==> src/rtl/cbrf_pkg.sv <==
/*
  Package for the banked CPU register file: register indices, flag bit
  positions, field widths and reset values.
  Assumes a single CPU clock domain and no other users than the core.
*/
package cbrf_pkg;

  // Register indices on the software port (low four address bits).
  localparam logic [3:0] IDX_DATA0    = 4'h0;
  localparam logic [3:0] IDX_DATA1    = 4'h1;
  localparam logic [3:0] IDX_DATA2    = 4'h2;
  localparam logic [3:0] IDX_DATA3    = 4'h3;
  localparam logic [3:0] IDX_ADDR0    = 4'h4;
  localparam logic [3:0] IDX_ADDR1    = 4'h5;
  localparam logic [3:0] IDX_FRAME    = 4'h6;
  localparam logic [3:0] IDX_VECBASE  = 4'h7;
  localparam logic [3:0] IDX_PC       = 4'h8;
  localparam logic [3:0] IDX_USER_SP  = 4'h9;
  localparam logic [3:0] IDX_IRQ_SP   = 4'hA;
  localparam logic [3:0] IDX_SBASE    = 4'hB;
  localparam logic [3:0] IDX_FLAGS    = 4'hC;
  localparam int         NUM_ARCH_REGS = 13;
  localparam int         NUM_BANKED    = 7;

  // Flag register layout.
  localparam int FLAG_C     = 0;
  localparam int FLAG_D     = 1;
  localparam int FLAG_Z     = 2;
  localparam int FLAG_S     = 3;
  localparam int FLAG_B     = 4;
  localparam int FLAG_O     = 5;
  localparam int FLAG_I     = 6;
  localparam int FLAG_U     = 7;
  localparam int FLAG_PRIO0 = 8;
  localparam int FLAG_W     = 11;
  localparam int PRIO_W     = 3;

  // Widths.
  localparam int WORD_W = 16;
  localparam int LONG_W = 20;

  // Writable flag bits: bits 8..10 carry the priority level.
  localparam logic [10:0] FLAG_WMASK = 11'h7FF;
  localparam logic [10:0] FLAG_RESET = 11'h000;
  localparam logic [15:0] WORD_RESET = 16'h0000;
  localparam logic [19:0] LONG_RESET = 20'h00000;

  // Highest software interrupt vector that switches to the interrupt stack.
  localparam logic [5:0] SWI_STACK_MAX = 6'h1F;

endpackage : cbrf_pkg

==> src/rtl/cbrf_regfile.sv <==
/*
  Banked CPU register file: two banks of data, address and frame registers,
  shared control registers, and the flag register with its hardware updates.
  Assumes the execution unit drives ALU results and interrupt events as
  single-cycle strobes synchronous to clk_sys_in; the software port is a
  plain address/strobe port with read data one cycle later.
*/
// Chosen here: the register offsets and the plain strobed port.
`timescale 1ns/100ps

// Behaviour
// - Thirteen architectural registers, banked ones counted once.
// - Data, address and frame registers exist twice; one bank visible.
// - Data registers 0 and 1 are 16 bits with separate byte halves.
// - Data 2 over 0, and 3 over 1, form 32-bit pairs.
// - Address 1 over address 0 forms one 32-bit register.
// - Frame base is a 16-bit register.
// - Vector table base is a 20-bit register.
// - Program counter is 20 bits and holds the next address.
// - Two 16-bit stack pointers; exactly one is active.
// - Static base is a 16-bit register.
// - Flag register is 11 bits of processor state.
// - Carry flag captures ALU carry, borrow or shift-out.
// - Zero flag is one for a zero result, else zero.
// - Sign flag is one for a negative result, else zero.
// - Bank select zero picks bank 0, one picks bank 1.
// - Overflow flag is one on overflow, else zero.
// - Maskable interrupts blocked while interrupt enable is zero.
// - Acknowledging any interrupt clears interrupt enable.
// - Stack select zero picks interrupt stack, one the user stack.
// - Stack select clears on hardware interrupt or software vector 0..31.
// - Three-bit priority; requests accepted only above the current level.
module cbrf_regfile (
  input  wire logic        clk_sys_in,     // CPU clock, 125 MHz.
  input  wire logic        rst_n_in,       // Asynchronous reset, active low.
  input  wire logic [3:0]  addr_in,        // Register index.
  input  wire logic [19:0] wdata_in,       // Write data.
  input  wire logic        wr_in,          // Write strobe.
  input  wire logic        rd_in,          // Read strobe.
  input  wire logic        byte_hi_in,     // Write high byte only.
  input  wire logic        byte_lo_in,     // Write low byte only.
  input  wire logic        pc_step_in,     // Advance program counter.
  input  wire logic [19:0] pc_next_in,     // Next instruction address.
  input  wire logic        alu_upd_in,     // ALU result flag update.
  input  wire logic        alu_carry_in,   // Carry, borrow or shift-out.
  input  wire logic        alu_ovf_in,     // Overflow of the operation.
  input  wire logic [15:0] alu_result_in,  // Result for zero and sign.
  input  wire logic        hw_ack_in,      // Hardware interrupt taken.
  input  wire logic        sw_int_in,      // Software interrupt executed.
  input  wire logic [5:0]  sw_vec_in,      // Software interrupt number.
  input  wire logic        irq_req_in,     // Maskable request pending.
  input  wire logic [2:0]  irq_lvl_in,     // Priority of that request.
  output logic [19:0]      rdata_out,      // Read data, cycle after strobe.
  output logic [31:0]      wide_data_pair_low_out,  // Data 2 over data 0.
  output logic [31:0]      wide_data_pair_high_out, // Data 3 over data 1.
  output logic [31:0]      wide_address_pair_out,   // Address 1 over 0.
  output logic [15:0]      active_sp_out,  // Selected stack pointer.
  output logic [19:0]      pc_out,         // Program counter.
  output logic [10:0]      flags_out,      // Flag register.
  output logic             irq_accept_out  // Request may be taken.
);

  // Banked storage: index 0..6 per bank, addressed by bank select.
  logic [15:0] bank_reg [2][cbrf_pkg::NUM_BANKED];
  logic [19:0] vecbase_reg;
  logic [19:0] pc_reg;
  logic [15:0] user_sp_reg;
  logic [15:0] irq_sp_reg;
  logic [15:0] sbase_reg;
  logic [10:0] flags_reg;
  logic [19:0] rdata_reg;
  logic        irq_accept_reg;
  logic        bank_sel;
  logic        stack_sel;
  logic [2:0]  prio_lvl;

  assign bank_sel  = flags_reg[cbrf_pkg::FLAG_B];
  assign stack_sel = flags_reg[cbrf_pkg::FLAG_U];
  assign prio_lvl  = flags_reg[cbrf_pkg::FLAG_PRIO0 +: cbrf_pkg::PRIO_W];

  // Byte-merge function used only by the data 0 and data 1 writes.
  function automatic logic [15:0] merge_word(input logic [15:0] old_v,
                                             input logic [15:0] new_v,
                                             input logic        hi,
                                             input logic        lo);
    logic [15:0] res;
    res = new_v;
    if (hi && !lo)
    begin
      res = {new_v[15:8], old_v[7:0]};
    end
    else if (lo && !hi)
    begin
      res = {old_v[15:8], new_v[7:0]};
    end
    return res;
  endfunction

  // Banked writes touch only the selected bank; byte halves apply to
  // data registers 0 and 1 only, the others take the whole word.
  always_ff @(posedge clk_sys_in or negedge rst_n_in)
  begin
    if (!rst_n_in)
    begin
      for (int b = 0; b < 2; b++)
      begin
        for (int i = 0; i < cbrf_pkg::NUM_BANKED; i++)
        begin
          bank_reg[b][i] <= cbrf_pkg::WORD_RESET;
        end
      end
    end
    else if (wr_in && addr_in < cbrf_pkg::IDX_VECBASE)
    begin
      if (addr_in <= cbrf_pkg::IDX_DATA1)
      begin
        bank_reg[bank_sel][addr_in[2:0]] <= merge_word(
            bank_reg[bank_sel][addr_in[2:0]], wdata_in[15:0],
            byte_hi_in, byte_lo_in);
      end
      else
      begin
        bank_reg[bank_sel][addr_in[2:0]] <= wdata_in[15:0];
      end
    end
  end

  // Shared 16- and 20-bit control registers.
  always_ff @(posedge clk_sys_in or negedge rst_n_in)
  begin
    if (!rst_n_in)
    begin
      vecbase_reg <= cbrf_pkg::LONG_RESET;
      user_sp_reg <= cbrf_pkg::WORD_RESET;
      irq_sp_reg  <= cbrf_pkg::WORD_RESET;
      sbase_reg   <= cbrf_pkg::WORD_RESET;
    end
    else if (wr_in)
    begin
      if (addr_in == cbrf_pkg::IDX_VECBASE)
      begin
        vecbase_reg <= wdata_in;
      end
      if (addr_in == cbrf_pkg::IDX_USER_SP)
      begin
        user_sp_reg <= wdata_in[15:0];
      end
      if (addr_in == cbrf_pkg::IDX_IRQ_SP)
      begin
        irq_sp_reg <= wdata_in[15:0];
      end
      if (addr_in == cbrf_pkg::IDX_SBASE)
      begin
        sbase_reg <= wdata_in[15:0];
      end
    end
  end

  // Program counter: a software write wins over the sequential step,
  // since a jump written by the core must not be lost.
  always_ff @(posedge clk_sys_in or negedge rst_n_in)
  begin
    if (!rst_n_in)
    begin
      pc_reg <= cbrf_pkg::LONG_RESET;
    end
    else if (wr_in && addr_in == cbrf_pkg::IDX_PC)
    begin
      pc_reg <= wdata_in;
    end
    else if (pc_step_in)
    begin
      pc_reg <= pc_next_in;
    end
  end

  // Flag register. Hardware events take priority over a write in the same
  // cycle so that an interrupt acknowledge is never undone.
  always_ff @(posedge clk_sys_in or negedge rst_n_in)
  begin
    if (!rst_n_in)
    begin
      flags_reg <= cbrf_pkg::FLAG_RESET;
    end
    else
    begin
      logic [10:0] f;
      f = flags_reg;
      if (wr_in && addr_in == cbrf_pkg::IDX_FLAGS)
      begin
        f = wdata_in[10:0] & cbrf_pkg::FLAG_WMASK;
      end
      if (alu_upd_in)
      begin
        f[cbrf_pkg::FLAG_C] = alu_carry_in;
        f[cbrf_pkg::FLAG_Z] = (alu_result_in == 16'h0000);
        f[cbrf_pkg::FLAG_S] = alu_result_in[15];
        f[cbrf_pkg::FLAG_O] = alu_ovf_in;
      end
      if (hw_ack_in || sw_int_in)
      begin
        f[cbrf_pkg::FLAG_I] = 1'b0;
      end
      if (hw_ack_in ||
          (sw_int_in && sw_vec_in <= cbrf_pkg::SWI_STACK_MAX))
      begin
        f[cbrf_pkg::FLAG_U] = 1'b0;
      end
      flags_reg <= f;
    end
  end

  // Interrupt gate: enable set and priority above the current level.
  always_ff @(posedge clk_sys_in or negedge rst_n_in)
  begin
    if (!rst_n_in)
    begin
      irq_accept_reg <= 1'b0;
    end
    else
    begin
      irq_accept_reg <= irq_req_in && flags_reg[cbrf_pkg::FLAG_I] &&
                        (irq_lvl_in > prio_lvl);
    end
  end

  // Read port: data one cycle after the strobe, reserved bits zero.
  always_ff @(posedge clk_sys_in or negedge rst_n_in)
  begin
    if (!rst_n_in)
    begin
      rdata_reg <= cbrf_pkg::LONG_RESET;
    end
    else if (rd_in)
    begin
      unique case (addr_in)
        cbrf_pkg::IDX_DATA0, cbrf_pkg::IDX_DATA1, cbrf_pkg::IDX_DATA2,
        cbrf_pkg::IDX_DATA3, cbrf_pkg::IDX_ADDR0, cbrf_pkg::IDX_ADDR1,
        cbrf_pkg::IDX_FRAME:
          rdata_reg <= {4'h0, bank_reg[bank_sel][addr_in[2:0]]};
        cbrf_pkg::IDX_VECBASE: rdata_reg <= vecbase_reg;
        cbrf_pkg::IDX_PC:      rdata_reg <= pc_reg;
        cbrf_pkg::IDX_USER_SP: rdata_reg <= {4'h0, user_sp_reg};
        cbrf_pkg::IDX_IRQ_SP:  rdata_reg <= {4'h0, irq_sp_reg};
        cbrf_pkg::IDX_SBASE:   rdata_reg <= {4'h0, sbase_reg};
        cbrf_pkg::IDX_FLAGS:   rdata_reg <= {9'h000, flags_reg};
        default:               rdata_reg <= cbrf_pkg::LONG_RESET;
      endcase
    end
    else
    begin
      rdata_reg <= cbrf_pkg::LONG_RESET;
    end
  end

  // Registered views for the execution unit, one cycle behind state.
  always_ff @(posedge clk_sys_in or negedge rst_n_in)
  begin
    if (!rst_n_in)
    begin
      wide_data_pair_low_out  <= 32'h00000000;
      wide_data_pair_high_out <= 32'h00000000;
      wide_address_pair_out   <= 32'h00000000;
      active_sp_out           <= cbrf_pkg::WORD_RESET;
    end
    else
    begin
      wide_data_pair_low_out  <= {bank_reg[bank_sel][2],
                                  bank_reg[bank_sel][0]};
      wide_data_pair_high_out <= {bank_reg[bank_sel][3],
                                  bank_reg[bank_sel][1]};
      wide_address_pair_out   <= {bank_reg[bank_sel][5],
                                  bank_reg[bank_sel][4]};
      active_sp_out <= stack_sel ? user_sp_reg : irq_sp_reg;
    end
  end

  assign rdata_out      = rdata_reg;
  assign pc_out         = pc_reg;
  assign flags_out      = flags_reg;
  assign irq_accept_out = irq_accept_reg;

  // Checks on the flag updates. Each one looks one edge after the strobe,
  // because the flag register is a flip-flop and not a bypass path.
  zero_flag_a: assert property (
    @(posedge clk_sys_in) disable iff (!rst_n_in)
    alu_upd_in |=>
      flags_reg[cbrf_pkg::FLAG_Z] == ($past(alu_result_in) == 16'h0000))
    else $error("zero flag wrong");
  sign_flag_a: assert property (
    @(posedge clk_sys_in) disable iff (!rst_n_in)
    alu_upd_in |=>
      flags_reg[cbrf_pkg::FLAG_S] == $past(alu_result_in[15]))
    else $error("sign flag wrong");
  carry_flag_a: assert property (
    @(posedge clk_sys_in) disable iff (!rst_n_in)
    alu_upd_in |=>
      flags_reg[cbrf_pkg::FLAG_C] == $past(alu_carry_in))
    else $error("carry flag wrong");
  ovf_flag_a: assert property (
    @(posedge clk_sys_in) disable iff (!rst_n_in)
    alu_upd_in |=>
      flags_reg[cbrf_pkg::FLAG_O] == $past(alu_ovf_in))
    else $error("overflow flag wrong");

  // Checks on the interrupt side effects and the acceptance gate.
  ack_clears_i_a: assert property (
    @(posedge clk_sys_in) disable iff (!rst_n_in)
    hw_ack_in |=>
      !flags_reg[cbrf_pkg::FLAG_I] && !flags_reg[cbrf_pkg::FLAG_U])
    else $error("ack did not clear flags");
  swi_stack_a: assert property (
    @(posedge clk_sys_in) disable iff (!rst_n_in)
    sw_int_in && sw_vec_in <= cbrf_pkg::SWI_STACK_MAX |=>
      !flags_reg[cbrf_pkg::FLAG_U])
    else $error("software int kept user stack");
  swi_keep_a: assert property (
    @(posedge clk_sys_in) disable iff (!rst_n_in)
    sw_int_in && sw_vec_in > cbrf_pkg::SWI_STACK_MAX && !hw_ack_in &&
      !(wr_in && addr_in == cbrf_pkg::IDX_FLAGS) |=>
      flags_reg[cbrf_pkg::FLAG_U] == $past(flags_reg[cbrf_pkg::FLAG_U]))
    else $error("high vector changed stack select");
  irq_gate_a: assert property (
    @(posedge clk_sys_in) disable iff (!rst_n_in)
    irq_accept_out |-> $past(flags_reg[cbrf_pkg::FLAG_I]) &&
                       $past(irq_lvl_in) > $past(prio_lvl))
    else $error("interrupt accepted wrongly");
  irq_block_a: assert property (
    @(posedge clk_sys_in) disable iff (!rst_n_in)
    !flags_reg[cbrf_pkg::FLAG_I] |=> !irq_accept_out)
    else $error("masked interrupt accepted");
  prio_gate_a: assert property (
    @(posedge clk_sys_in) disable iff (!rst_n_in)
    irq_req_in && flags_reg[cbrf_pkg::FLAG_I] && irq_lvl_in > prio_lvl
      |=> irq_accept_out)
    else $error("higher priority request refused");

  // Checks on the stack view, the banks, the program counter write and the read port.
  active_sp_a: assert property (
    @(posedge clk_sys_in) disable iff (!rst_n_in)
    ##1 active_sp_out ==
      ($past(stack_sel) ? $past(user_sp_reg) : $past(irq_sp_reg)))
    else $error("wrong stack pointer");
  bank_isolate_a: assert property (
    @(posedge clk_sys_in) disable iff (!rst_n_in)
    wr_in && addr_in == cbrf_pkg::IDX_DATA2 |=>
      bank_reg[!$past(bank_sel)][2] == $past(bank_reg[!bank_sel][2]))
    else $error("other bank written");
  bank_read_a: assert property (
    @(posedge clk_sys_in) disable iff (!rst_n_in)
    rd_in && addr_in == cbrf_pkg::IDX_DATA0 |=>
      rdata_out[15:0] == $past(bank_reg[bank_sel][0]))
    else $error("read from wrong bank");
  byte_half_a: assert property (
    @(posedge clk_sys_in) disable iff (!rst_n_in)
    wr_in && byte_hi_in && !byte_lo_in && addr_in == cbrf_pkg::IDX_DATA0
      |=> bank_reg[$past(bank_sel)][0][7:0] ==
          $past(bank_reg[bank_sel][0][7:0]))
    else $error("high byte write touched low byte");
  pc_write_a: assert property (
    @(posedge clk_sys_in) disable iff (!rst_n_in)
    wr_in && addr_in == cbrf_pkg::IDX_PC |=> pc_reg == $past(wdata_in))
    else $error("program counter write lost");
  read_lat_a: assert property (
    @(posedge clk_sys_in) disable iff (!rst_n_in)
    rd_in && addr_in == cbrf_pkg::IDX_PC && !wr_in && !pc_step_in
      |=> rdata_out == $past(pc_reg))
    else $error("read data late or wrong");
  reserved_rd_a: assert property (
    @(posedge clk_sys_in) disable iff (!rst_n_in)
    rd_in && addr_in > cbrf_pkg::IDX_FLAGS |=>
      rdata_out == cbrf_pkg::LONG_RESET)
    else $error("unused index read nonzero");

endmodule // cbrf_regfile

==> config.mk <==
export PLATFORM = sky130hd
export DESIGN_NAME = cbrf_regfile
export DESIGN_NICKNAME = d
export VERILOG_FILES = /design/src/rtl/cbrf_pkg.sv /design/src/rtl/cbrf_regfile.sv
export SDC_FILE = /design/constraint.sdc
export NUM_CORES = 1
export LEC_CHECK = 0
export ABC_AREA = 1
export BUFFER_PORTS_ARGS = -buffer_cell sky130_fd_sc_hd__buf_2
export CAP_MARGIN = 30
export CORE_UTILIZATION = 52
export DETAILED_ROUTE_END_ITERATION = 8
export GPL_ROUTABILITY_DRIVEN = 1
export PLACE_DENSITY = 0.83
export SLEW_MARGIN = 20
export SYNTH_ARGS = -nofsm -noshare
export SYNTH_HDL_FRONTEND = slang
export SYNTH_SLANG_ARGS = --single-unit
==> constraint.sdc <==
create_clock -name clk_sys_in -period 1.5 [get_ports clk_sys_in]
set_input_delay 0.375 -clock clk_sys_in [delete_from_list [all_inputs] [get_ports clk_sys_in]]
set_output_delay 0.375 -clock clk_sys_in [all_outputs]
set_load 0.01 [all_outputs]
=== Yosys cells after proc, flatten, opt, wreduce, memory -nomap -nowiden ===
Cells that the tools add are included.

* Input bits: 82
* Logic and storage cells: 104
* Flip-flop bits (word level): 456
* Output and inout bits: 164

* Equal/unequal tests: 12
* Bitwise gates (word level): 2
* Multiplexer cells: 28
* Reductions and logical operators: 25
* $lt $le $gt $ge: 8

{| class="wikitable"
|+ Operators with widths
! cell !! number
|-
| $bwmux 224 || 2
|-
| $mux 112 || 4
|-
| $mux 224 || 1
|-
| $pmux 20 s7 || 1
|-
| $mux 16 || 8
|-
| $demux 112 s1 || 1
|-
| $mux 20 || 3
|-
| $bmux 16 s3 || 1
|-
| $demux 16 s3 || 1
|-
| $eq 4x4->1 const B || 5
|-
| $eq 4x3->1 const B || 4
|-
| $logic_not 16->1 || 1
|-
| $logic_and 1x1->1 || 10
|-
| $eq 4x2->1 const B || 2
|-
| $mux 8 || 1
|-
| $reduce_and 2->1 || 4
|-
| $reduce_bool 2->1 || 4
|-
| $reduce_or 7->1 || 1
|-
| $le 6x5->1 const B || 1
|-
| $eq 4x1->1 const B || 1
|-
| $ge 4x4->1 const B || 1
|-
| $le 4x1->1 const B || 1
|-
| $logic_not 4->1 || 1
|-
| $lt 4x1->1 const B || 1
|-
| other kinds (10) || 15
|}

=== Depth between registers and ports, before layout ===
Gate-level depths: netlist (run 1).

* Depth after elaboration: 13
* Mapped depth: 12
* Gate-level depth less buffers: 11

=== Least setup slack after synthesis (run 1) ===
No wires, ideal clock.

* Path type: input -> register
* Start point: input port addr_in[2]
* End point: register bank_reg[197] (netlist bit)
* Setup slack: -0.198 ns
* Arrival: 1.582 ns
* Stages: 12
* Required time: 1.383 ns
* Library setup time: 0.117 ns
* Buffers on the path: 3
* Cells stage by stage: buf_4 -> clkinv_2 -> o21ai_2 -> inv_4 -> nand2_2 -> buf_6 -> inv_4 -> nand2_4 -> inv_2 -> buf_2 -> nand2_1 -> nand2_1

* Longest elaborated chain between the ends: 9
* Elaborated cells between the ends (all ways): 20
* Those cells by class: 4 x order compare; 13 x mux; 1 x bitwise; 2 x reduce/logical

{| class="wikitable"
|+ RTL lines
! what !! line !! RTL
|-
| from (decl) || cbrf_regfile.sv:36 || <nowiki>input wire logic [3:0] addr_in,</nowiki>
|-
| $not 3->4 (implied by the code) || cbrf_regfile.sv:117, cbrf_regfile.sv:118, cbrf_regfile.sv:123 ||
|-
| $ge 4x4->1 (implied by the code), or another cell as far along || cbrf_regfile.sv:117, cbrf_regfile.sv:123 ||
|-
| $logic_and 1x1->1 (implied by the code) / $mux 16 (equally long branches) || cbrf_regfile.sv:117, cbrf_regfile.sv:123, cbrf_regfile.sv:118 ||
|-
| $mux 16, on equally long branches || cbrf_regfile.sv:117, cbrf_regfile.sv:123, cbrf_regfile.sv:118 ||
|-
| $demux 16 s3 / $mux 16 (equally long branches) || cbrf_regfile.sv:117, cbrf_regfile.sv:123, cbrf_regfile.sv:88 ||
|-
| $mux 112 (implied by the code) / $mux 16 (equally long branches) || cbrf_regfile.sv:117, cbrf_regfile.sv:123, cbrf_regfile.sv:115 ||
|-
| $demux 112 s1 / $mux 16 (equally long branches) || cbrf_regfile.sv:117, cbrf_regfile.sv:123, cbrf_regfile.sv:113 ||
|-
| $bwmux 224, on equally long branches || cbrf_regfile.sv:123, cbrf_regfile.sv:117 ||
|-
| $mux 224 || cbrf_regfile.sv:115 || <nowiki>if (addr_in <= cbrf_pkg::IDX_DATA1)</nowiki>
|-
| to (signal, indexed assignment) || cbrf_regfile.sv:109 || <nowiki>bank_reg[b][i] <= cbrf_pkg::WORD_RESET;</nowiki>
|-
| to (signal, indexed assignment) || cbrf_regfile.sv:117 || <nowiki>bank_reg[bank_sel][addr_in[2:0]] <= merge_word(</nowiki>
|-
| to (signal, indexed assignment) || cbrf_regfile.sv:123 || <nowiki>bank_reg[bank_sel][addr_in[2:0]] <= wdata_in[15:0];</nowiki>
|-
| to (decl) || cbrf_regfile.sv:64 || <nowiki>logic [15:0] bank_reg [2][cbrf_pkg::NUM_BANKED];</nowiki>
|}

Parallel ways exist; a longest one is shown, timed or not. The select of a mux whose other input is x is not followed.
A chain may end at the register's enable or synchronous reset.

=== Final worst setup path (run 1) ===
* Start point: register flags_reg[4] (netlist: flags_out[4])
* End point: register bank_reg[209] (netlist bit)

* Longest elaborated chain between the ends: 12
* Elaborated cells between the ends (all ways): 18
* Those cells by class: 2 x order compare; 14 x mux; 1 x bitwise; 1 x reduce/logical

{| class="wikitable"
|+ RTL lines
! what !! line !! RTL
|-
| from (decl) || cbrf_regfile.sv:70 || <nowiki>logic [10:0] flags_reg;</nowiki>
|-
| from (signal assigned) || cbrf_regfile.sv:183 || <nowiki>flags_reg <= cbrf_pkg::FLAG_RESET;</nowiki>
|-
| $not 1->2 (implied by the code) (*) || cbrf_regfile.sv:117, cbrf_regfile.sv:118, cbrf_regfile.sv:123 ||
|-
| $mux 112 (2 in a row) || - ||
|-
| $mux 112 (implied by the code) || cbrf_regfile.sv:118 || <nowiki>bank_reg[bank_sel][addr_in[2:0]], wdata_in[15:0],</nowiki>
|-
| $bmux 16 s3 || cbrf_regfile.sv:118 ||
|-
| $mux 16 (implied by the code) (2 in a row) || cbrf_regfile.sv:118 ||
|-
| $mux 16 || cbrf_regfile.sv:88 || <nowiki>if (hi && !lo)</nowiki>
|-
| $mux 16 || cbrf_regfile.sv:115 ||
|-
| $mux 16 || cbrf_regfile.sv:113 || <nowiki>else if (wr_in && addr_in < cbrf_pkg::IDX_VECBASE)</nowiki>
|-
| $bwmux 224 || cbrf_regfile.sv:117 ||
|-
| $mux 224 (*) || cbrf_regfile.sv:115 ||
|}

Every way passes the cells marked *; elsewhere a longest branch is shown, timed or not. The select of a mux whose other input is x is not followed.

==> summary.txt, run 1 <==
Synth
  • Seq cells post-synth: 456
  • Post-synth top area cell: dfrtp_1
  • Simple-gate share of the synthesized area: 22.7%
  • Top cells by area, synth: dfrtp_1 (60%), nand2_1 (18%), o21ai_0 (7.3%)
  • Largest family of logic cells by synthesized area: simple AND/OR/NAND/NOR gates
  • Synth Area in Adders: 0.197%
  • Yosys warns: 0
  • Post-Synth XOR/XNOR Area: 0%
  • Post-Syn Area: 0.0191 sq mm
  • Sequential area share after synthesis: 59.8%
  • Syn Area/Cell: 8.58 sq um
  • Mux cell area share after synthesis: 0%
  • Synth Net Count: 2310
  • Post-Synthesis Cells: 2225
  • Library cells used by synthesis: 37
  • Yosys top cell area share: 59.8%
  • Complex-gate fraction of the synthesized area: 11.3%

Worst setup path
  • CP endpoint kind: register
  • Worst endpoint required time: 1.94 ns
  • Worst R2R Start: flags_out[4]
  • Setup crit start kind: register
  • R2r setup slk: -0.52 ns
  • WS Path Type: register to register
  • Cells on worst reg2reg path: 10
  • Crit Path Max Fanout: 36
  • Reg-to-Reg End: bank_reg[209]
  • Crit path arrival time: 2.47 ns

Layout
  • Area used by multi-input combinational logic: 0.00725 sq mm
  • Register area: 0.0114 sq mm
  • Max FFs per register: 224
  • Fin area: 0.0257 sq mm
  • Post-route insts no fill: 3200
  • Layout net count: 2789
  • # fillers: 2417
  • Share of layout cells above drive strength 1: 29.5%
  • Area grow syn2layout: 34.4%

Floorplanning
  • Cell row count: 69
  • Core ar.: 0.0358 sq mm
  • Initial Util: 53.3%
  • Die Area: 0.0375 sq mm
  • Die Span X: 194 microns
  • Die height: 194 microns
  • I/O pin cnt: 246

Hold path
  • Hold Path Stages: 3
  • Hold endpoint: flags_out[5]
  • Hold Path Class: input port to register
  • Worst hold start: alu_ovf_in

Clock network
  • Total CTS buffers: 47
  • Clock transition at path regs: 0.06 ns
  • Cell chosen for the clock root: clkbuf_16
  • CTS tree: done
  • CTS sink cnt: 456
  • Worst skew pair latency: 0.58 ns
  • CTS H-Tree Depth: 2
  • Clk buf depth: 3

Global route
  • Largest net degree at the start of global routing: 61
  • Global Route Usage Sum: 35.3%
  • Gr ovfl total: 0
  • First-pass GRT wire length: 102 mm
  • Number of antenna violations at the first check in global routing: 1
  • Vias in the first global route: 18.2k

STA
  • Minimum clock period after layout: 2.02 ns
  • Layout Skew: 0.0250 ns
  • Fmax: 494 MHz
  • Final worst slack: -0.525 ns
  • TNS Setup: -37.01 ns
  • # setup viols final: 230
  • Final hold vios: 0
  • RSZ-0062 raised after global routing: true
  • Max Transition Viols Final: 0
  • Fin crit share: 135%
  • Worst slew pin tran: 0.540 ns
  • Max-slew headroom: 64.0%

Routing
  • Detail Route Antenna Nets: 0
  • First DRT Iteration DRCs: 2332
  • DR vias: 18.6k
  • Detailed-route DRC error count: 0
  • Final WL: 67.7 mm
  • WL/cell: 21.1 microns
  • Via density: 5.83
  • Pre-Repair DR Iteration Count: 6

Placement
  • Dpl cell area: 0.0229 sq mm
  • Detailed placement HPWL: 45.6 mm
  • Port buffer count: 240
  • Global placement routability congestion: 1.02
  • Post-placement cell count: 3088

Power
  • P_leak: 13.2 nW
  • IR drop worst, VDD: 1.35 mV
  • Power Density: 1510 mW/mm^2
  • Tot Pwr: 38.8 mW

Run
  • Max cap viols: 0

Outcome
  • Failing checks: setup timing
  • Status: complete, but fails checks
how the worst max path moves through the flow:
stage | from | endpoint | slack (ns)
after floorplan | addr_in[2] | bank_reg[39] | -0.12
after global placement | flags_out[4] | bank_reg[111] | -0.62
after detailed placement | flags_out[4] | bank_reg[207] | -0.62
after CTS | flags_out[4] | bank_reg[89] | -0.39
after global routing | flags_out[4] | bank_reg[209] | -0.54
final | flags_out[4] | bank_reg[209] | -0.52
per-layer routing:
metal | part of all wire (%) | track usage [%] | wire length, microns | vias up
met4 | 6.9 | 20.9 | 4700 | 0
met5 | 0 | 0 | 0 | -
li1 | - | - | - | 8082
met2 | 46 | 54.7 | 30900 | 1318
met3 | 11 | 7.90 | 7600 | 327
met1 | 36 | 45.9 | 24400 | 8921
kinds of logic after synthesis:
logic type / after synthesis
flops: 456
fa+ha+maj: 3
simple gates: 1075
buf+inv: 286
compound gates: 405
cells in the mapped netlist (all sizes together):
cell type	number
a311oi	1
ha	3
nand2	913
o221ai	14
o211ai	22
dfrtp	456
buf	56
clkbuf	55
a21oi	68
clkinv	3
o21ai	291
nand3	80
nor3b	1
a211oi	1
o22ai	7
nor4	2
nor2	38
nor3	19
inv	172
and2	2
and3	1
a21boi	1
nand4	19
timing repair:
action,in CTS,in global routing
hold buffers,1,0
cloned,5,4
resized for setup,132,144
setup endpoints to repair,262,269
hold endpoints to repair,252,0
buffers inserted,10,8
pin swaps,16,41
final cells by class:
type,count,area share (%)
Multi-Input combinational cell,1483,28.3
Clock buffer,68,5.33
Sequential cell,456,44.5
Clock inverter,15,0.795
Timing Repair Buffer,541,16.1
Tap cell,461,2.25
Inverter,175,2.76
Antenna cell,1,0.00976
critical path, cell delays in order (launching register included):
cell,delay (ns)
dfrtp_4,0.56
buf_12,0.20
buf_4,0.17
nand2_1,0.07
nand2_2,0.09
a21oi_2,0.13
nand4_1,0.23
nand3_1,0.17
nand2_2,0.13
nand2_1,0.09
nand2_1,0.05
placed cells by master, fill, tap and decap left out, types with 5 or more instances in the layout:
| cell type | synthesis | routed |
|---|---|---|
| a21oi_1 | 68 | 41 |
| a21oi_2 | 0 | 26 |
| buf_12 | 0 | 33 |
| buf_16 | 0 | 5 |
| buf_2 | 48 | 238 |
| buf_4 | 1 | 245 |
| buf_6 | 1 | 11 |
| clkbuf_1 | 53 | 11 |
| clkbuf_16 | 0 | 51 |
| clkbuf_8 | 0 | 9 |
| dfrtp_1 | 456 | 455 |
| inv_1 | 160 | 155 |
| inv_2 | 10 | 7 |
| inv_4 | 2 | 6 |
| nand2_1 | 907 | 831 |
| nand2_2 | 2 | 62 |
| nand2_4 | 4 | 20 |
| nand3_1 | 80 | 52 |
| nand3_2 | 0 | 25 |
| nand4_1 | 19 | 19 |
| nor2_1 | 37 | 32 |
| nor2_2 | 1 | 6 |
| nor3_1 | 9 | 8 |
| nor3_4 | 3 | 10 |
| o211ai_1 | 22 | 22 |
| o21ai_0 | 278 | 205 |
| o21ai_1 | 12 | 62 |
| o21ai_2 | 1 | 19 |
| o21ai_4 | 0 | 5 |
| o221ai_1 | 14 | 14 |
| o22ai_1 | 7 | 7 |
stage by stage:
stage	hold WS, ns	setup WS, ns	util, %
6_report	0.0514	-0.525	71.6
5_1_grt	0.0575	-0.540	71.6
3_3_place_gp	0.242	-0.616	64.0
3_5_place_dp	0.241	-0.617	64.0
2_1_floorplan	0.0794	-0.124	-
4_1_cts	0.0420	-0.392	69.9
power breakdown:
part / leakage [nW] / switching (mW) / internal (mW)
combinational: 6.76 / 6.00 / 4.39
clock: 0.758 / 4.84 / 7.01
sequential: 5.68 / 1.41 / 15.1
(Power assumes the default switching activity.)
==> run 2: changes to the inputs <==
--- a/config.mk
+++ b/config.mk
@@ -8,7 +8,7 @@
 export ABC_AREA = 1
 export BUFFER_PORTS_ARGS = -buffer_cell sky130_fd_sc_hd__buf_2
 export CAP_MARGIN = 30
-export CORE_UTILIZATION = 52
+export CORE_UTILIZATION = 55
 export DETAILED_ROUTE_END_ITERATION = 8
 export GPL_ROUTABILITY_DRIVEN = 1
 export PLACE_DENSITY = 0.83
==> constraint.sdc (replaced) <==
create_clock -name clk_sys_in -period 1.99 [get_ports clk_sys_in]
set_input_delay 0.4975 -clock clk_sys_in [delete_from_list [all_inputs] [get_ports clk_sys_in]]
set_output_delay 0.4975 -clock clk_sys_in [all_outputs]
set_load 0.01 [all_outputs]
==> run 2 against run 1 <==
Effect of this change:
- register-to-register slack improved by 0.59 ns
- final area fell by 8.6%
- global-route usage fell by 2.7 points
- the flow now finishes without violations
- wire length fell by 16%
- largest cell class unchanged
- non-clock buffer count fell by 165
- flip-flop and latch count did not move
==> summary.txt, run 2 (synthesis gave the netlist of run 1 again) <==
Outcome
  • Status: finished, final reports clean

STA
  • Max-slew headroom: 64.1%
  • # setup viols final: 0
  • Layout Skew: 0.0226 ns
  • Final worst slack: 0.0210 ns
  • RSZ-0062 raised after global routing: true
  • Max Transition Viols Final: 0
  • Minimum clock period after layout: 1.97 ns
  • Worst slew pin tran: 0.538 ns
  • Final hold vios: 0
  • Hold Slack: 0.178 ns
  • Fmax: 508 MHz
  • Fin crit share: 98.9%

Placement
  • Dpl cell area: 0.0217 sq mm
  • Global placement routability congestion: 0.942
  • Dpl ws: -0.110 ns
  • Detailed placement HPWL: 39.5 mm
  • Post-placement cell count: 2937
  • Port buffer count: 240

Power
  • Power Density: 1180 mW/mm^2
  • Clock power frac: 34.6%
  • NetSw: 8.22 mW
  • IR drop worst, VDD: 0.708 mV
  • Net Sw Frac: 29.6%
  • P_leak: 12.1 nW
  • Combinational cell fraction of total power: 20.8%
  • Sequential fraction of design power: 44.6%
  • P_int: 19.5 mW

Routing
  • Detail Route Antenna Nets: 0
  • WL/cell: 18.9 microns
  • Detailed-route DRC error count: 0
  • Pre-Repair DR Iteration Count: 6
  • Final WL: 57.0 mm
  • First DRT Iteration DRCs: 2018
  • DR vias: 17.3k
  • Via density: 5.71

Worst setup path
  • Critical Path Start: flags_out[4]
  • Cells on worst reg2reg path: 8
  • WS Path Type: register to primary output
  • Worst R2R Start: flags_out[4]
  • Crit path arrival time: 1.47 ns
  • Reg-to-Reg End: bank_reg[221]
  • CP endpoint kind: primary output
  • Worst endpoint required time: 1.49 ns
  • R2r setup slk: 0.07 ns
  • Setup crit start kind: register
  • Crit Path Max Fanout: 43

Clock network
  • CTS sink cnt: 456
  • CTS H-Tree Depth: 2
  • Cell chosen for the clock root: clkbuf_16
  • Total CTS buffers: 45
  • Clock transition at path regs: 0.06 ns
  • Clk buf depth: 3
  • CTS tree: done
  • Worst skew pair latency: 0.55 ns

Layout
  • Fin area: 0.0234 sq mm
  • Max FFs per register: 224
  • Post-route insts no fill: 3022
  • Share of layout cells above drive strength 1: 19.0%
  • Layout net count: 2622
  • Area grow syn2layout: 22.8%
  • Most common cell after layout, fill and taps aside: nand2_1
  • Finished Core Util: 69.2%
  • Most frequent cells in the layout: nand2_1 (906), dfrtp_1 (455), o21ai_0 (276)

Global route
  • Vias in the first global route: 17.0k
  • Gr ovfl total: 0
  • Number of antenna violations at the first check in global routing: 3
  • First-pass GRT wire length: 90.3 mm
  • Global Route Usage Sum: 32.6%
  • Largest net degree at the start of global routing: 100

Floorplanning
  • Die Area: 0.0355 sq mm
  • I/O pin cnt: 246
  • Die Span X: 188 microns
  • Core ar.: 0.0339 sq mm
  • Cell row count: 67
  • Die height: 188 microns
  • Initial Util: 56.4%

Hold path
  • Worst hold start: alu_carry_in
  • Hold Path Stages: 3
  • Hold endpoint: flags_out[0]
  • Hold Path Class: input port to register

Run
  • Max cap viols: 0
## run 2: worst max-delay path: stages, from the launching register on
cell and delay [ns]:
dfrtp_4 0.55, buf_12 0.20, buf_6 0.15
## run 2: layer usage
metal  GRT usage (%)  vias to the layer above  share of wire [%]
li1                -                     7723                  -
met2            50.3                     1053                 46
met5               0                        -                  0
met4            16.8                        0                5.3
met1            44.7                     8272                 40
met3            5.61                      209                9.3
## run 2: worst max-delay path by stage
stage | end
after floorplan | bank_reg[197]
after global placement | rdata_out[3]
after detailed placement | bank_reg[21]
after CTS | flags_out[4]
after global routing | bank_reg[93]
final | flags_out[4]
## run 2: what timing repair did
item	CTS	global route
endpoints found under the setup margin	0	10
buffers inserted	0	0
gates resized for setup	0	6
hold endpoints to repair	19	0
hold buffers	1	0
## run 2: per-stage QoR
| step | total power [mW] | TNS (ns) |
|---|---|---|
| 2_1_floorplan | 15.3 | 0 |
| 3_3_place_gp | 17.9 | -0.108 |
| 3_5_place_dp | 18.1 | -2.43 |
| 4_1_cts | 27.8 | 0 |
| 5_1_grt | 29.0 | -0.00143 |
| 6_report | 27.8 | 0 |
## run 2: layout make-up
class,count,area (sq um)
fill,2525,10400
multi-input combinational,1483,6540
sequential,456,11400
inverter,175,666
clock buffer,61,1300
tap,448,561
timing repair buffer,376,2570
antenna,1,2.50
clock inverter,22,402
## run 2: power groups by stage
stage / Sequential [mW] / Combinational (mW) / Clock, mW
floorplan: 12.7 / 2.57 / 0
CTS: 12.4 / 5.73 / 9.68
global route: 12.6 / 6.39 / 10.1
detailed placement: 12.5 / 5.65 / 0
finish: 12.4 / 5.79 / 9.60
global placement: 12.4 / 5.47 / 0
==> run 3: changes to the inputs <==
--- a/config.mk
+++ b/config.mk
@@ -11,6 +11,7 @@
 export CORE_UTILIZATION = 55
 export DETAILED_ROUTE_END_ITERATION = 8
 export GPL_ROUTABILITY_DRIVEN = 1
+export GPL_TIMING_DRIVEN = 0
 export PLACE_DENSITY = 0.83
 export SLEW_MARGIN = 20
 export SYNTH_ARGS = -nofsm -noshare
==> run 3 against run 2 <==
Effect of this change:
- the run now ends with hold timing, setup timing left
- die area stayed put
- via count is 2.3% higher
- combinational power hardly changed
- core utilization is 1.8 points lower
- wire length is 11% higher
- flip-flop and latch count stayed put
- non-clock buffer count is 20 lower
- maximum frequency is 5.1% lower
- cell count is 0.63% lower
- critical endpoint is now bank_reg[136]
- largest power group unchanged
==> summary.txt, run 3 (synthesis gave the netlist of run 1 again) <==
Layout
  • Share of layout cells above drive strength 1: 18.2%
  • Most frequent cells in the layout: nand2_1 (896), dfrtp_1 (455), buf_2 (271)
  • Max FFs per register: 224
  • Area grow syn2layout: 19.7%
  • # fillers: 2785
  • Finished Core Util: 67.5%
  • Most common cell after layout, fill and taps aside: nand2_1
  • Layout net count: 2602

Worst setup path
  • Crit path arrival time: 2.50 ns
  • CP endpoint kind: register
  • Worst endpoint required time: 2.42 ns
  • Setup crit start kind: input port
  • Crit Path Max Fanout: 10
  • WS Path Type: input port to register

Global route
  • Largest net degree at the start of global routing: 102
  • Global Route Usage Sum: 36.2%
  • First-pass GRT wire length: 97.0 mm
  • Gr ovfl total: 0
  • Vias in the first global route: 17.3k
  • Number of antenna violations at the first check in global routing: 3

Clock network
  • CTS sink cnt: 456
  • Clock transition at path regs: 0.06 ns
  • CTS H-Tree Depth: 2
  • Total CTS buffers: 45
  • Cell chosen for the clock root: clkbuf_16
  • Clk buf depth: 3
  • CTS tree: done
  • Worst skew pair latency: 0.57 ns

Placement
  • Dpl ws: -0.864 ns
  • Port buffer count: 239
  • Global placement routability congestion: 0.987
  • Detailed placement HPWL: 45.4 mm

Floorplanning
  • Initial Util: 56.4%
  • Core ar.: 0.0339 sq mm
  • Cell row count: 67
  • Die Area: 0.0355 sq mm
  • Die Span X: 188 microns
  • I/O pin cnt: 246
  • Die height: 188 microns

STA
  • Fmax: 482 MHz
  • # setup viols final: 13
  • Max Transition Viols Final: 0
  • Minimum clock period after layout: 2.07 ns
  • Final worst slack: -0.0837 ns
  • Final hold vios: 73
  • Worst slew pin tran: 0.959 ns
  • Fin crit share: 104%
  • Layout Skew: 0.0244 ns
  • Hold Slack: -0.162 ns
  • RSZ-0062 raised after global routing: true
  • Max-slew headroom: 36.1%

Power
  • P_leak: 11.7 nW
  • Power Density: 1190 mW/mm^2
  • IR drop worst, VDD: 0.764 mV
  • Tot Pwr: 27.2 mW

Outcome
  • Status: complete, but fails checks
  • Failing checks: hold timing, setup timing

Routing
  • WL/cell: 21.1 microns
  • Detail Route Antenna Nets: 0
  • Detailed-route DRC error count: 0
  • Final WL: 63.3 mm
  • First DRT Iteration DRCs: 2343
  • Via density: 5.88
  • DR vias: 17.7k
  • Pre-Repair DR Iteration Count: 6

Run
  • Max cap viols: 0

Hold path
  • Hold Path Class: input port to asynchronous set/reset pin
[run 3: changes by cell type in the layout (fill, tap and decap cells not counted), sizes merged]
cell,before,now
buf,375,298
clkbuf,61,118
clkinv,11,18
bufinv,11,5
dlygate4sd3,1,0
inv,173,174
[run 3: layout make-up]
class | count | area (sq um) | share of cell area [%]
Antenna cell | 1 | 2.50 | 0.0109
Buffer | 111 | 622 | 2.72
Clock buffer | 60 | 1320 | 5.75
Clock inverter | 24 | 269 | 1.18
Inverter | 175 | 663 | 2.90
Multi-Input combinational cell | 1483 | 6650 | 29.1
Sequential cell | 456 | 11400 | 49.9
Tap cell | 448 | 561 | 2.45
Timing Repair Buffer | 245 | 1360 | 5.93
[run 3: final timing paths]
path                                 from                         to  slack (ns)  depth (start not counted)
setup reg to reg             flags_out[4]              bank_reg[161]       -0.01                          7
hold reg to reg              bank_reg[45]               bank_reg[45]        0.47                          2
hold / removal                   rst_n_in  wide_address_pair_out[10]       -0.16                          1
min in group clk_sys_in    pc_next_in[14]                 pc_out[14]        0.18                          3
setup / recovery               addr_in[3]              bank_reg[136]       -0.08                          8
max in group asynchronous        rst_n_in          active_sp_out[10]        0.34                          5
[run 3: layer usage]
metal	vias to the layer above	part of all wire (%)	global-route usage, %
met5	-	0.14	1.24
met4	6	5.3	18.6
met3	243	13	9.80
met2	1191	44	52.9
met1	8514	38	49.9
li1	7703	-	-
[run 3: worst max-delay path: stages]
cell	delay [ns]
buf_2	0.13
inv_1	0.10
nand2_1	0.20
clkinv_1	0.40
nor2_1	0.75
inv_1	0.18
nand2_1	0.12
o21ai_0	0.11
[run 3: through the flow]
step | hold WS (ns) | std cells | TNS [ns] | instance area (sq um)
after floorplan | 0.202 | 2225 | 0 | 19100
after global placement | 0.453 | 2912 | -3828.33 | 20800
after detailed placement | 0.459 | 2917 | -143.05 | 21000
after CTS | -0.0796 | 3001 | -0.741 | 22700
after global routing | -0.127 | 3003 | -2.01 | 22900
final | -0.162 | 3003 | -0.381 | 22900
[run 3: power breakdown]
| group | internal, mW | switching (mW) | total, mW | leakage (nW) |
|---|---|---|---|---|
| sequential | 11.4 | 0.961 | 12.4 | 5.68 |
| clock | 5.32 | 3.74 | 9.06 | 0.788 |
| combinational | 1.91 | 3.90 | 5.80 | 5.26 |
[run 3: what timing repair did]
action	4_1_cts	5_1_grt
pin swaps	0	5
endpoints found under the hold margin	73	73
setup endpoints to repair	172	235
buffers inserted	0	1
gates resized for setup	58	64
